**config.mk**
```make
export PLATFORM = sky130hd
export DESIGN_NAME = fperc_exc_ctrl
export DESIGN_NICKNAME = d
export VERILOG_FILES = /design/src/rtl/fperc_pkg.sv /design/src/rtl/fperc_exc_ctrl.sv
export SDC_FILE = /design/constraint.sdc
export NUM_CORES = 1
export LEC_CHECK = 0
export ABC_AREA = 1
export BUFFER_PORTS_ARGS = -buffer_cell sky130_fd_sc_hd__buf_2
export CORE_UTILIZATION = 55
export DETAILED_ROUTE_END_ITERATION = 12
export GPL_ROUTABILITY_DRIVEN = 0
export GPL_TIMING_DRIVEN = 0
export PLACE_DENSITY_LB_ADDON = 0.15
export SETUP_SLACK_MARGIN = 0.05
export SYNTH_ARGS = -nofsm -noshare
export SYNTH_HDL_FRONTEND = slang
export SYNTH_SLANG_ARGS = --single-unit
```
**constraint.sdc**
```tcl
create_clock -name clk -period 2.3 [get_ports clk]
set_input_delay 0 -clock clk [delete_from_list [all_inputs] [get_ports clk]]
set_output_delay 0 -clock clk [all_outputs]
set_load 0.05 [all_outputs]
```
**src/rtl/fperc_pkg.sv**
```systemverilog
package fperc_pkg;

	// Register byte offsets on the Avalon slave
	localparam logic [3:0] ADDR_SC_CTRL = 4'h0;  // Scalar control word
	localparam logic [3:0] ADDR_SC_STAT = 4'h4;  // Scalar status word
	localparam logic [3:0] ADDR_SD_CSR  = 4'h8;  // SIMD control/status
	localparam logic [3:0] ADDR_EVENT   = 4'hC;  // Block state, read only

	// Field positions inside the words
	localparam int SC_RC_LO   = 10;  // Scalar rounding field, bits 11:10
	localparam int SD_RC_LO   = 13;  // SIMD rounding field, bits 14:13
	localparam int SC_MASK_LO = 0;   // Scalar masks, control bits 5:0
	localparam int SD_MASK_LO = 7;   // SIMD masks, bits 12:7
	localparam int FLAG_LO    = 0;   // Flags, bits 5:0 in both places
	localparam int EV_BUSY    = 0;   // Event word: operation in flight
	localparam int EV_TRAP    = 1;   // Event word: last answer was a trap
	localparam int EV_ENV     = 2;   // Event word: last environment

	// Exception bit order inside every flag and mask field
	localparam int EXC_INVALID   = 0;
	localparam int EXC_DENORMAL  = 1;
	localparam int EXC_DIVZERO   = 2;
	localparam int EXC_OVERFLOW  = 3;
	localparam int EXC_UNDERFLOW = 4;
	localparam int EXC_INEXACT   = 5;

	// Rounding field encodings
	localparam logic [1:0] RC_NEAREST = 2'h0;  // Ties to even
	localparam logic [1:0] RC_DOWN    = 2'h1;  // Toward minus infinity
	localparam logic [1:0] RC_UP      = 2'h2;  // Toward plus infinity
	localparam logic [1:0] RC_ZERO    = 2'h3;  // Truncate

	// Reset values
	localparam logic [1:0] RC_RESET   = 2'h0;   // Round to nearest
	localparam logic [5:0] MASK_RESET = 6'h3F;  // All exceptions masked
	localparam logic [5:0] FLAG_RESET = 6'h00;  // No exceptions seen

	// Operation sequencer states
	typedef enum logic [1:0] {
		ST_IDLE,
		ST_PRE_RESP,
		ST_WAIT_POST,
		ST_POST_RESP
	} fperc_state_e;

endpackage : fperc_pkg

```
**src/rtl/fperc_exc_ctrl.sv**
```systemverilog
// The placing of the registers and register access over Avalon-MM were chosen for this implementation.
`timescale 1ns/100ps
module fperc_exc_ctrl (
	input  wire logic        clk,             // Core clock, 40 MHz
	input  wire logic        reset,           // Synchronous, active high
	input  wire logic [3:0]  avs_address,     // Byte address of the word
	input  wire logic        avs_read,        // Read request
	input  wire logic        avs_write,       // Write request
	input  wire logic [31:0] avs_writedata,   // Write data
	output logic      [31:0] avs_readdata,    // Read data
	output logic             avs_waitrequest, // Stall the master
	input  wire logic        op_start,        // New operation, one pulse
	input  wire logic        op_env,          // 0 scalar stack, 1 SIMD
	input  wire logic        op_trunc_cvt,    // Truncating conversion
	input  wire logic        op_no_round,     // Compare, exact or NaN
	input  wire logic [2:0]  pre_cond,        // Denormal, div0, invalid
	input  wire logic        post_valid,      // Result computed, pulse
	input  wire logic [2:0]  post_cond,       // Inexact, under, over
	output logic      [1:0]  rnd_mode,        // Rounding for this op
	output logic             resp_valid,      // Response pulse
	output logic             resp_default,    // Substitute default result
	output logic             resp_indef,      // Write indefinite value
	output logic             resp_trap,       // Invoke software handler
	output logic             resp_keep_ops,   // Leave operands unaltered
	output logic             resp_post        // Go on to compute result
);

	// Whole block state in one word
	typedef struct packed {
		logic [1:0]             sc_rc;      // Scalar rounding field
		logic [5:0]             sc_mask;    // Scalar mask bits
		logic [5:0]             sc_flag;    // Scalar sticky flags
		logic [1:0]             sd_rc;      // SIMD rounding field
		logic [5:0]             sd_mask;    // SIMD mask bits
		logic [5:0]             sd_flag;    // SIMD sticky flags
		fperc_pkg::fperc_state_e state;     // Operation sequencer
		logic                   cur_env;    // Environment of the op
		logic [5:0]             cur_exc;    // Conditions of this phase
		logic                   last_trap;  // Last answer was a trap
		logic                   waitreq;    // Bus stall
		logic [31:0]            rdata;      // Bus read data
		logic [1:0]             rnd;        // Rounding mode out
		logic                   r_valid;    // Response pulse
		logic                   r_default;  // Default result
		logic                   r_indef;    // Indefinite value
		logic                   r_trap;     // Handler request
		logic                   r_keep;     // Operands untouched
		logic                   r_post;     // Continue to post phase
	} fperc_state_s;

	fperc_state_s q;       // Registered state
	fperc_state_s d;       // Next state
	logic         wr_fire; // Write accepted this edge
	logic [31:0]  rd_mux;  // Word that a read returns
	logic [5:0]   pre_vec; // Pre conditions in flag order
	logic [5:0]   post_vec;// Post conditions in flag order
	logic [5:0]   sc_set;  // Scalar flags raised this cycle
	logic [5:0]   sd_set;  // SIMD flags raised this cycle
	logic [5:0]   unmasked;// Latched conditions with mask clear

	// Write takes effect at the edge where waitrequest is low
	assign wr_fire = avs_write && !q.waitreq;

	// Spread the datapath conditions onto the flag layout
	always_comb begin
		pre_vec = 6'h00;
		post_vec = 6'h00;
		pre_vec[fperc_pkg::EXC_INVALID]  = pre_cond[0];
		pre_vec[fperc_pkg::EXC_DIVZERO]  = pre_cond[1];
		pre_vec[fperc_pkg::EXC_DENORMAL] = pre_cond[2];
		post_vec[fperc_pkg::EXC_OVERFLOW]  = post_cond[0];
		post_vec[fperc_pkg::EXC_UNDERFLOW] = post_cond[1];
		// no-round ops report no rounding inexactness
		post_vec[fperc_pkg::EXC_INEXACT]   = post_cond[2] && !op_no_round;
	end

	// Read multiplexer; unmapped words and reserved bits read zero
	always_comb begin
		rd_mux = 32'h0000_0000;
		case (avs_address)
			fperc_pkg::ADDR_SC_CTRL: begin
				rd_mux[fperc_pkg::SC_RC_LO +: 2] = q.sc_rc;
				rd_mux[fperc_pkg::SC_MASK_LO +: 6] = q.sc_mask;
			end
			fperc_pkg::ADDR_SC_STAT: begin
				rd_mux[fperc_pkg::FLAG_LO +: 6] = q.sc_flag;
			end
			fperc_pkg::ADDR_SD_CSR: begin
				rd_mux[fperc_pkg::SD_RC_LO +: 2] = q.sd_rc;
				rd_mux[fperc_pkg::SD_MASK_LO +: 6] = q.sd_mask;
				rd_mux[fperc_pkg::FLAG_LO +: 6] = q.sd_flag;
			end
			fperc_pkg::ADDR_EVENT: begin
				rd_mux[fperc_pkg::EV_BUSY] = (q.state != fperc_pkg::ST_IDLE);
				rd_mux[fperc_pkg::EV_TRAP] = q.last_trap;
				rd_mux[fperc_pkg::EV_ENV] = q.cur_env;
			end
			default: begin
				rd_mux = 32'h0000_0000;
			end
		endcase
	end

	// Masks of the op's own environment against its conditions
	// mask choice follows the environment
	assign unmasked = q.cur_exc & ~(q.cur_env ? q.sd_mask : q.sc_mask);

	// Next-state logic: bus, flags, sequencer
	always_comb begin
		d = q;
		sc_set = 6'h00;
		sd_set = 6'h00;
		// Response outputs are pulses
		d.r_valid = 1'b0;
		d.r_default = 1'b0;
		d.r_indef = 1'b0;
		d.r_trap = 1'b0;
		d.r_keep = 1'b0;
		d.r_post = 1'b0;

		// Two-cycle handshake: stall once, then answer
		if ((avs_read || avs_write) && q.waitreq) begin
			d.waitreq = 1'b0;
			d.rdata = rd_mux;
		end else begin
			d.waitreq = 1'b1;
		end

		// Software writes
		if (wr_fire) begin
			case (avs_address)
				fperc_pkg::ADDR_SC_CTRL: begin
					d.sc_rc = avs_writedata[fperc_pkg::SC_RC_LO +: 2];
					d.sc_mask = avs_writedata[fperc_pkg::SC_MASK_LO +: 6];
				end
				fperc_pkg::ADDR_SC_STAT: begin
					d.sc_flag = avs_writedata[fperc_pkg::FLAG_LO +: 6];
				end
				fperc_pkg::ADDR_SD_CSR: begin
					d.sd_rc = avs_writedata[fperc_pkg::SD_RC_LO +: 2];
					d.sd_mask = avs_writedata[fperc_pkg::SD_MASK_LO +: 6];
					d.sd_flag = avs_writedata[fperc_pkg::FLAG_LO +: 6];
				end
				default: begin
					// Read-only or unmapped: write ignored
					d.sd_flag = d.sd_flag;
				end
			endcase
		end

		// Operation sequencer
		case (q.state)
			fperc_pkg::ST_IDLE: begin
				if (op_start) begin
					d.cur_env = op_env;
					d.cur_exc = pre_vec;
					d.state = fperc_pkg::ST_PRE_RESP;
					if (op_env) begin
						sd_set = pre_vec;
					end else begin
						sc_set = pre_vec;
					end
					if (op_env && op_trunc_cvt) begin
						d.rnd = fperc_pkg::RC_ZERO;
					// no-round ops get a fixed neutral mode
					end else if (op_no_round) begin
						d.rnd = fperc_pkg::RC_NEAREST;
					// each environment uses its own field
					end else begin
						// field code used as the mode
						d.rnd = op_env ? q.sd_rc : q.sc_rc;
					end
				end
			end
			fperc_pkg::ST_PRE_RESP: begin
				d.r_valid = 1'b1;
				if (unmasked != 6'h00) begin
					d.r_trap = 1'b1;
					d.r_keep = 1'b1;
					d.last_trap = 1'b1;
					d.state = fperc_pkg::ST_IDLE;
				end else begin
					d.r_default = (q.cur_exc != 6'h00);
					d.r_indef = q.cur_exc[fperc_pkg::EXC_INVALID];
					d.r_post = 1'b1;
					d.last_trap = 1'b0;
					d.state = fperc_pkg::ST_WAIT_POST;
				end
			end
			fperc_pkg::ST_WAIT_POST: begin
				// New ops are ignored until the result arrives
				if (post_valid) begin
					d.cur_exc = post_vec;
					d.state = fperc_pkg::ST_POST_RESP;
					// overflow, underflow and inexact flags of the op's environment
					if (q.cur_env) begin
						sd_set = post_vec;
					end else begin
						sc_set = post_vec;
					end
				end
			end
			fperc_pkg::ST_POST_RESP: begin
				d.r_valid = 1'b1;
				d.state = fperc_pkg::ST_IDLE;
				if (unmasked != 6'h00) begin
					d.r_trap = 1'b1;
					d.r_keep = 1'b1;
					d.last_trap = 1'b1;
				end else begin
					d.r_default = (q.cur_exc != 6'h00);
					d.last_trap = 1'b0;
				end
			end
			default: begin
				d.state = fperc_pkg::ST_IDLE;
			end
		endcase

		// sticky accumulate; a set beats a same-cycle clear
		d.sc_flag = d.sc_flag | sc_set;
		d.sd_flag = d.sd_flag | sd_set;
	end

	// State register
	always_ff @(posedge clk) begin
		if (reset) begin
			q.sc_rc <= fperc_pkg::RC_RESET;
			q.sc_mask <= fperc_pkg::MASK_RESET;
			q.sc_flag <= fperc_pkg::FLAG_RESET;
			q.sd_rc <= fperc_pkg::RC_RESET;
			q.sd_mask <= fperc_pkg::MASK_RESET;
			q.sd_flag <= fperc_pkg::FLAG_RESET;
			q.state <= fperc_pkg::ST_IDLE;
			q.cur_env <= 1'b0;
			q.cur_exc <= 6'h00;
			q.last_trap <= 1'b0;
			q.waitreq <= 1'b1;
			q.rdata <= 32'h0000_0000;
			q.rnd <= fperc_pkg::RC_RESET;
			q.r_valid <= 1'b0;
			q.r_default <= 1'b0;
			q.r_indef <= 1'b0;
			q.r_trap <= 1'b0;
			q.r_keep <= 1'b0;
			q.r_post <= 1'b0;
		end else begin
			q <= d;
		end
	end

	// Outputs straight from the state register
	assign avs_readdata = q.rdata;
	assign avs_waitrequest = q.waitreq;
	assign rnd_mode = q.rnd;
	assign resp_valid = q.r_valid;
	assign resp_default = q.r_default;
	assign resp_indef = q.r_indef;
	assign resp_trap = q.r_trap;
	assign resp_keep_ops = q.r_keep;
	assign resp_post = q.r_post;
endmodule : fperc_exc_ctrl

```
==> flow_summary.ini <==
[run_status]
run_status = complete, no violations

[floorplan]
core_area_sq_um = 5110
initial_core_util_pct = 56.8
die_area_sq_um = 5570
die_x_um = 74.7
die_y_um = 74.7
ios = 92
rows = 26

[detailed_routing]
num_vias = 2993
drt_first_iter_violations = 193
drt-wirelength-per-cell_um = 12.7
first_pass_iters = 6
wirelength_um = 7610
routed_via_density = 5.00
ant_nets = 0
drc = 0

[min_path]
hp-class = in2reg

[power]
p_per_area_nw_per_um2 = 708
p_switching_mw = 0.787
power_mw = 2.66
p_clk_share_pct = 40.0
vdd_drop_max_mv = 0.485
seqPwrFrac_pct = 41.8
internal-power_mw = 1.88
switching_share_pct = 29.5
combPwrFrac_pct = 18.2
p_leak_nw = 1.95

[layout]
synthToLayoutAreaGrowth_pct = 29.7
post_route_cells_drive_above_1_share_pct = 23.6
final_cell_area_sq_um = 3760
final_cell_mix = nand2_1 (135), nand3_1 (60), buf_2 (60), dfxtp_1 (60)
fin_cells = 599
fin_util_pct = 73.7
final_common_cell = nand2_1
antennaDiodeCount = 0
num-nets-final = 575

[placement]
port_buffers = 55
dpl_cell_area_sq_um = 3330
placedCellCount = 562
pre_cts_ws_ns = 0.770
dp_hpwl_um = 5450

[yosys]
syn_area_per_cell_sq_um = 6.91
synth_warnings = 0
synth.cell_area_sq_um = 2900
synth_area_leader_cell = dfxtp_1
ys_ff_latch = 60
seq_area_frac_synth_pct = 41.4
synth_cells = 420
synth_cell_types = 24
yosys-top-cells-area = dfxtp_1 (41%), nand2_1 (17%), nand3_1 (10%)
yosysTopAreaCellShare_pct = 41.4

[timing]
slew_headroom_pct = 60.6
finClkSkew_ns = 0.00813
max_freq_ghz = 0.514
timing.setup.tns_ns = 0
rsz0062_at_grt = false
timing.final.hold_violations = 0
min_period_ns = 1.95
setup_viol_count_final = 0
worst_slew_pin_slew_ns = 0.587
slew_violations = 0
setup_ws_ns = 0.353
whs_ns = 0.0252
post-route-period-util_pct = 84.6

[clocking]
worstSkewPairLatency_ns = 0.35
cts_tree = yes
h-tree-depth = 3
cts_made_buffers = 9
clockRootBuffer = clkbuf_8
clock_path_buffers = 2
clk_pin_slew_ns = 0.07
cts_sinks = 60
cts-resized-gates = 0

[global_routing]
grt_pass1_vias = 2588
grt_util_all_layers_pct = 29.6
overflow = 0
grt_start_max_net_pins = 12
grt_pass1_wl_um = 12000
antenna_found_initial = 0

[setup_path]
endpoint_kind = flip-flop
startpoint_type = flip-flop
worstPathMaxFanout = 9
arrival_ns = 2.24
critPathRequiredTime_ns = 2.59
worstSetupPathType = reg2reg

[job]
cap_violations = 0
==> layout make-up <==
cell class,instances,area [sq um]
Buffer,46,322
Clock buffer,10,138
Clock inverter,6,87.6
Fill cell,437,1340
Inverter,39,146
Multi-Input combinational cell,292,1300
Sequential cell,60,1200
Tap cell,70,87.6
Timing Repair Buffer,76,485
==> flip-flops by register name, summed over array words and instances (netlist names), named ones only <==
name	cells
q	37
avs_readdata	14
rnd_mode	2
avs_waitrequest	1
resp_default	1
resp_indef	1
resp_post	1
resp_trap	1
resp_valid	1
==> Yosys cell counts <==
cell / instances
buf_6: 1
buf_4: 36
nor4_1: 1
clkbuf_1: 4
nor2_2: 2
inv_1: 36
nor2_1: 20
inv_2: 3
conb_1: 1
a211oi_1: 1
or2_2: 1
a31oi_1: 2
nand3b_1: 1
o21ai_1: 2
buf_2: 5
nand2_2: 1
o21ai_0: 13
nor3_1: 3
nand2_1: 135
dfxtp_1: 60
o211ai_1: 3
a21oi_1: 24
nand3_1: 60
nor2_4: 5
==> worst max-delay path, cell delays in order, from the launching register on <==
cell	delay, ns
dfxtp_1	0.32
inv_1	0.13
nand2_1	0.16
nor2_1	0.42
o21ai_0	0.14
a31oi_1	0.16
dlygate4sd3_1	0.56
==> layer usage <==
metal | wire length, um | track usage (%)
met2 | 3590 | 49.3
met4 | 143 | 9.01
met3 | 676 | 6.43
met5 | 0 | 0
met1 | 3210 | 38.4
==> kinds of logic after synthesis <==
kind of cell / synth area share (%)
flip-flops: 41.4
AND/OR/NAND/NOR: 34.2
other: 0.129
buffers and inverters: 16.1
AO/OA/AOI/OAI: 8.19
==> timing repair <==
item                                    CTS  global route
endpoints found under the hold margin    32             0
hold buffers                             21             0
endpoints found under the setup margin    0             0
setup buffers                             0             0
==> power by group through the flow <==
stage                     clock network [mW]  registers, mW  logic, mW
after floorplan                            0           1.15      0.315
after global placement                     0           1.14      0.442
after detailed placement                   0           1.14      0.448
after CTS                               1.08           1.11      0.478
after global routing                    1.12           1.12      0.528
final                                   1.07           1.11      0.484
==> path summary, 6_finish.rpt <==
check,start,to,slack (ns),depth (start not counted)
setup reg to reg,q[49],rnd_mode[0],0.35,6
setup / recovery,q[49],rnd_mode[0],0.35,6
hold / removal,op_env,rnd_mode[1],0.03,3
hold reg to reg,avs_readdata[1],avs_readdata[1],0.47,2
(Power assumes the default switching activity.)
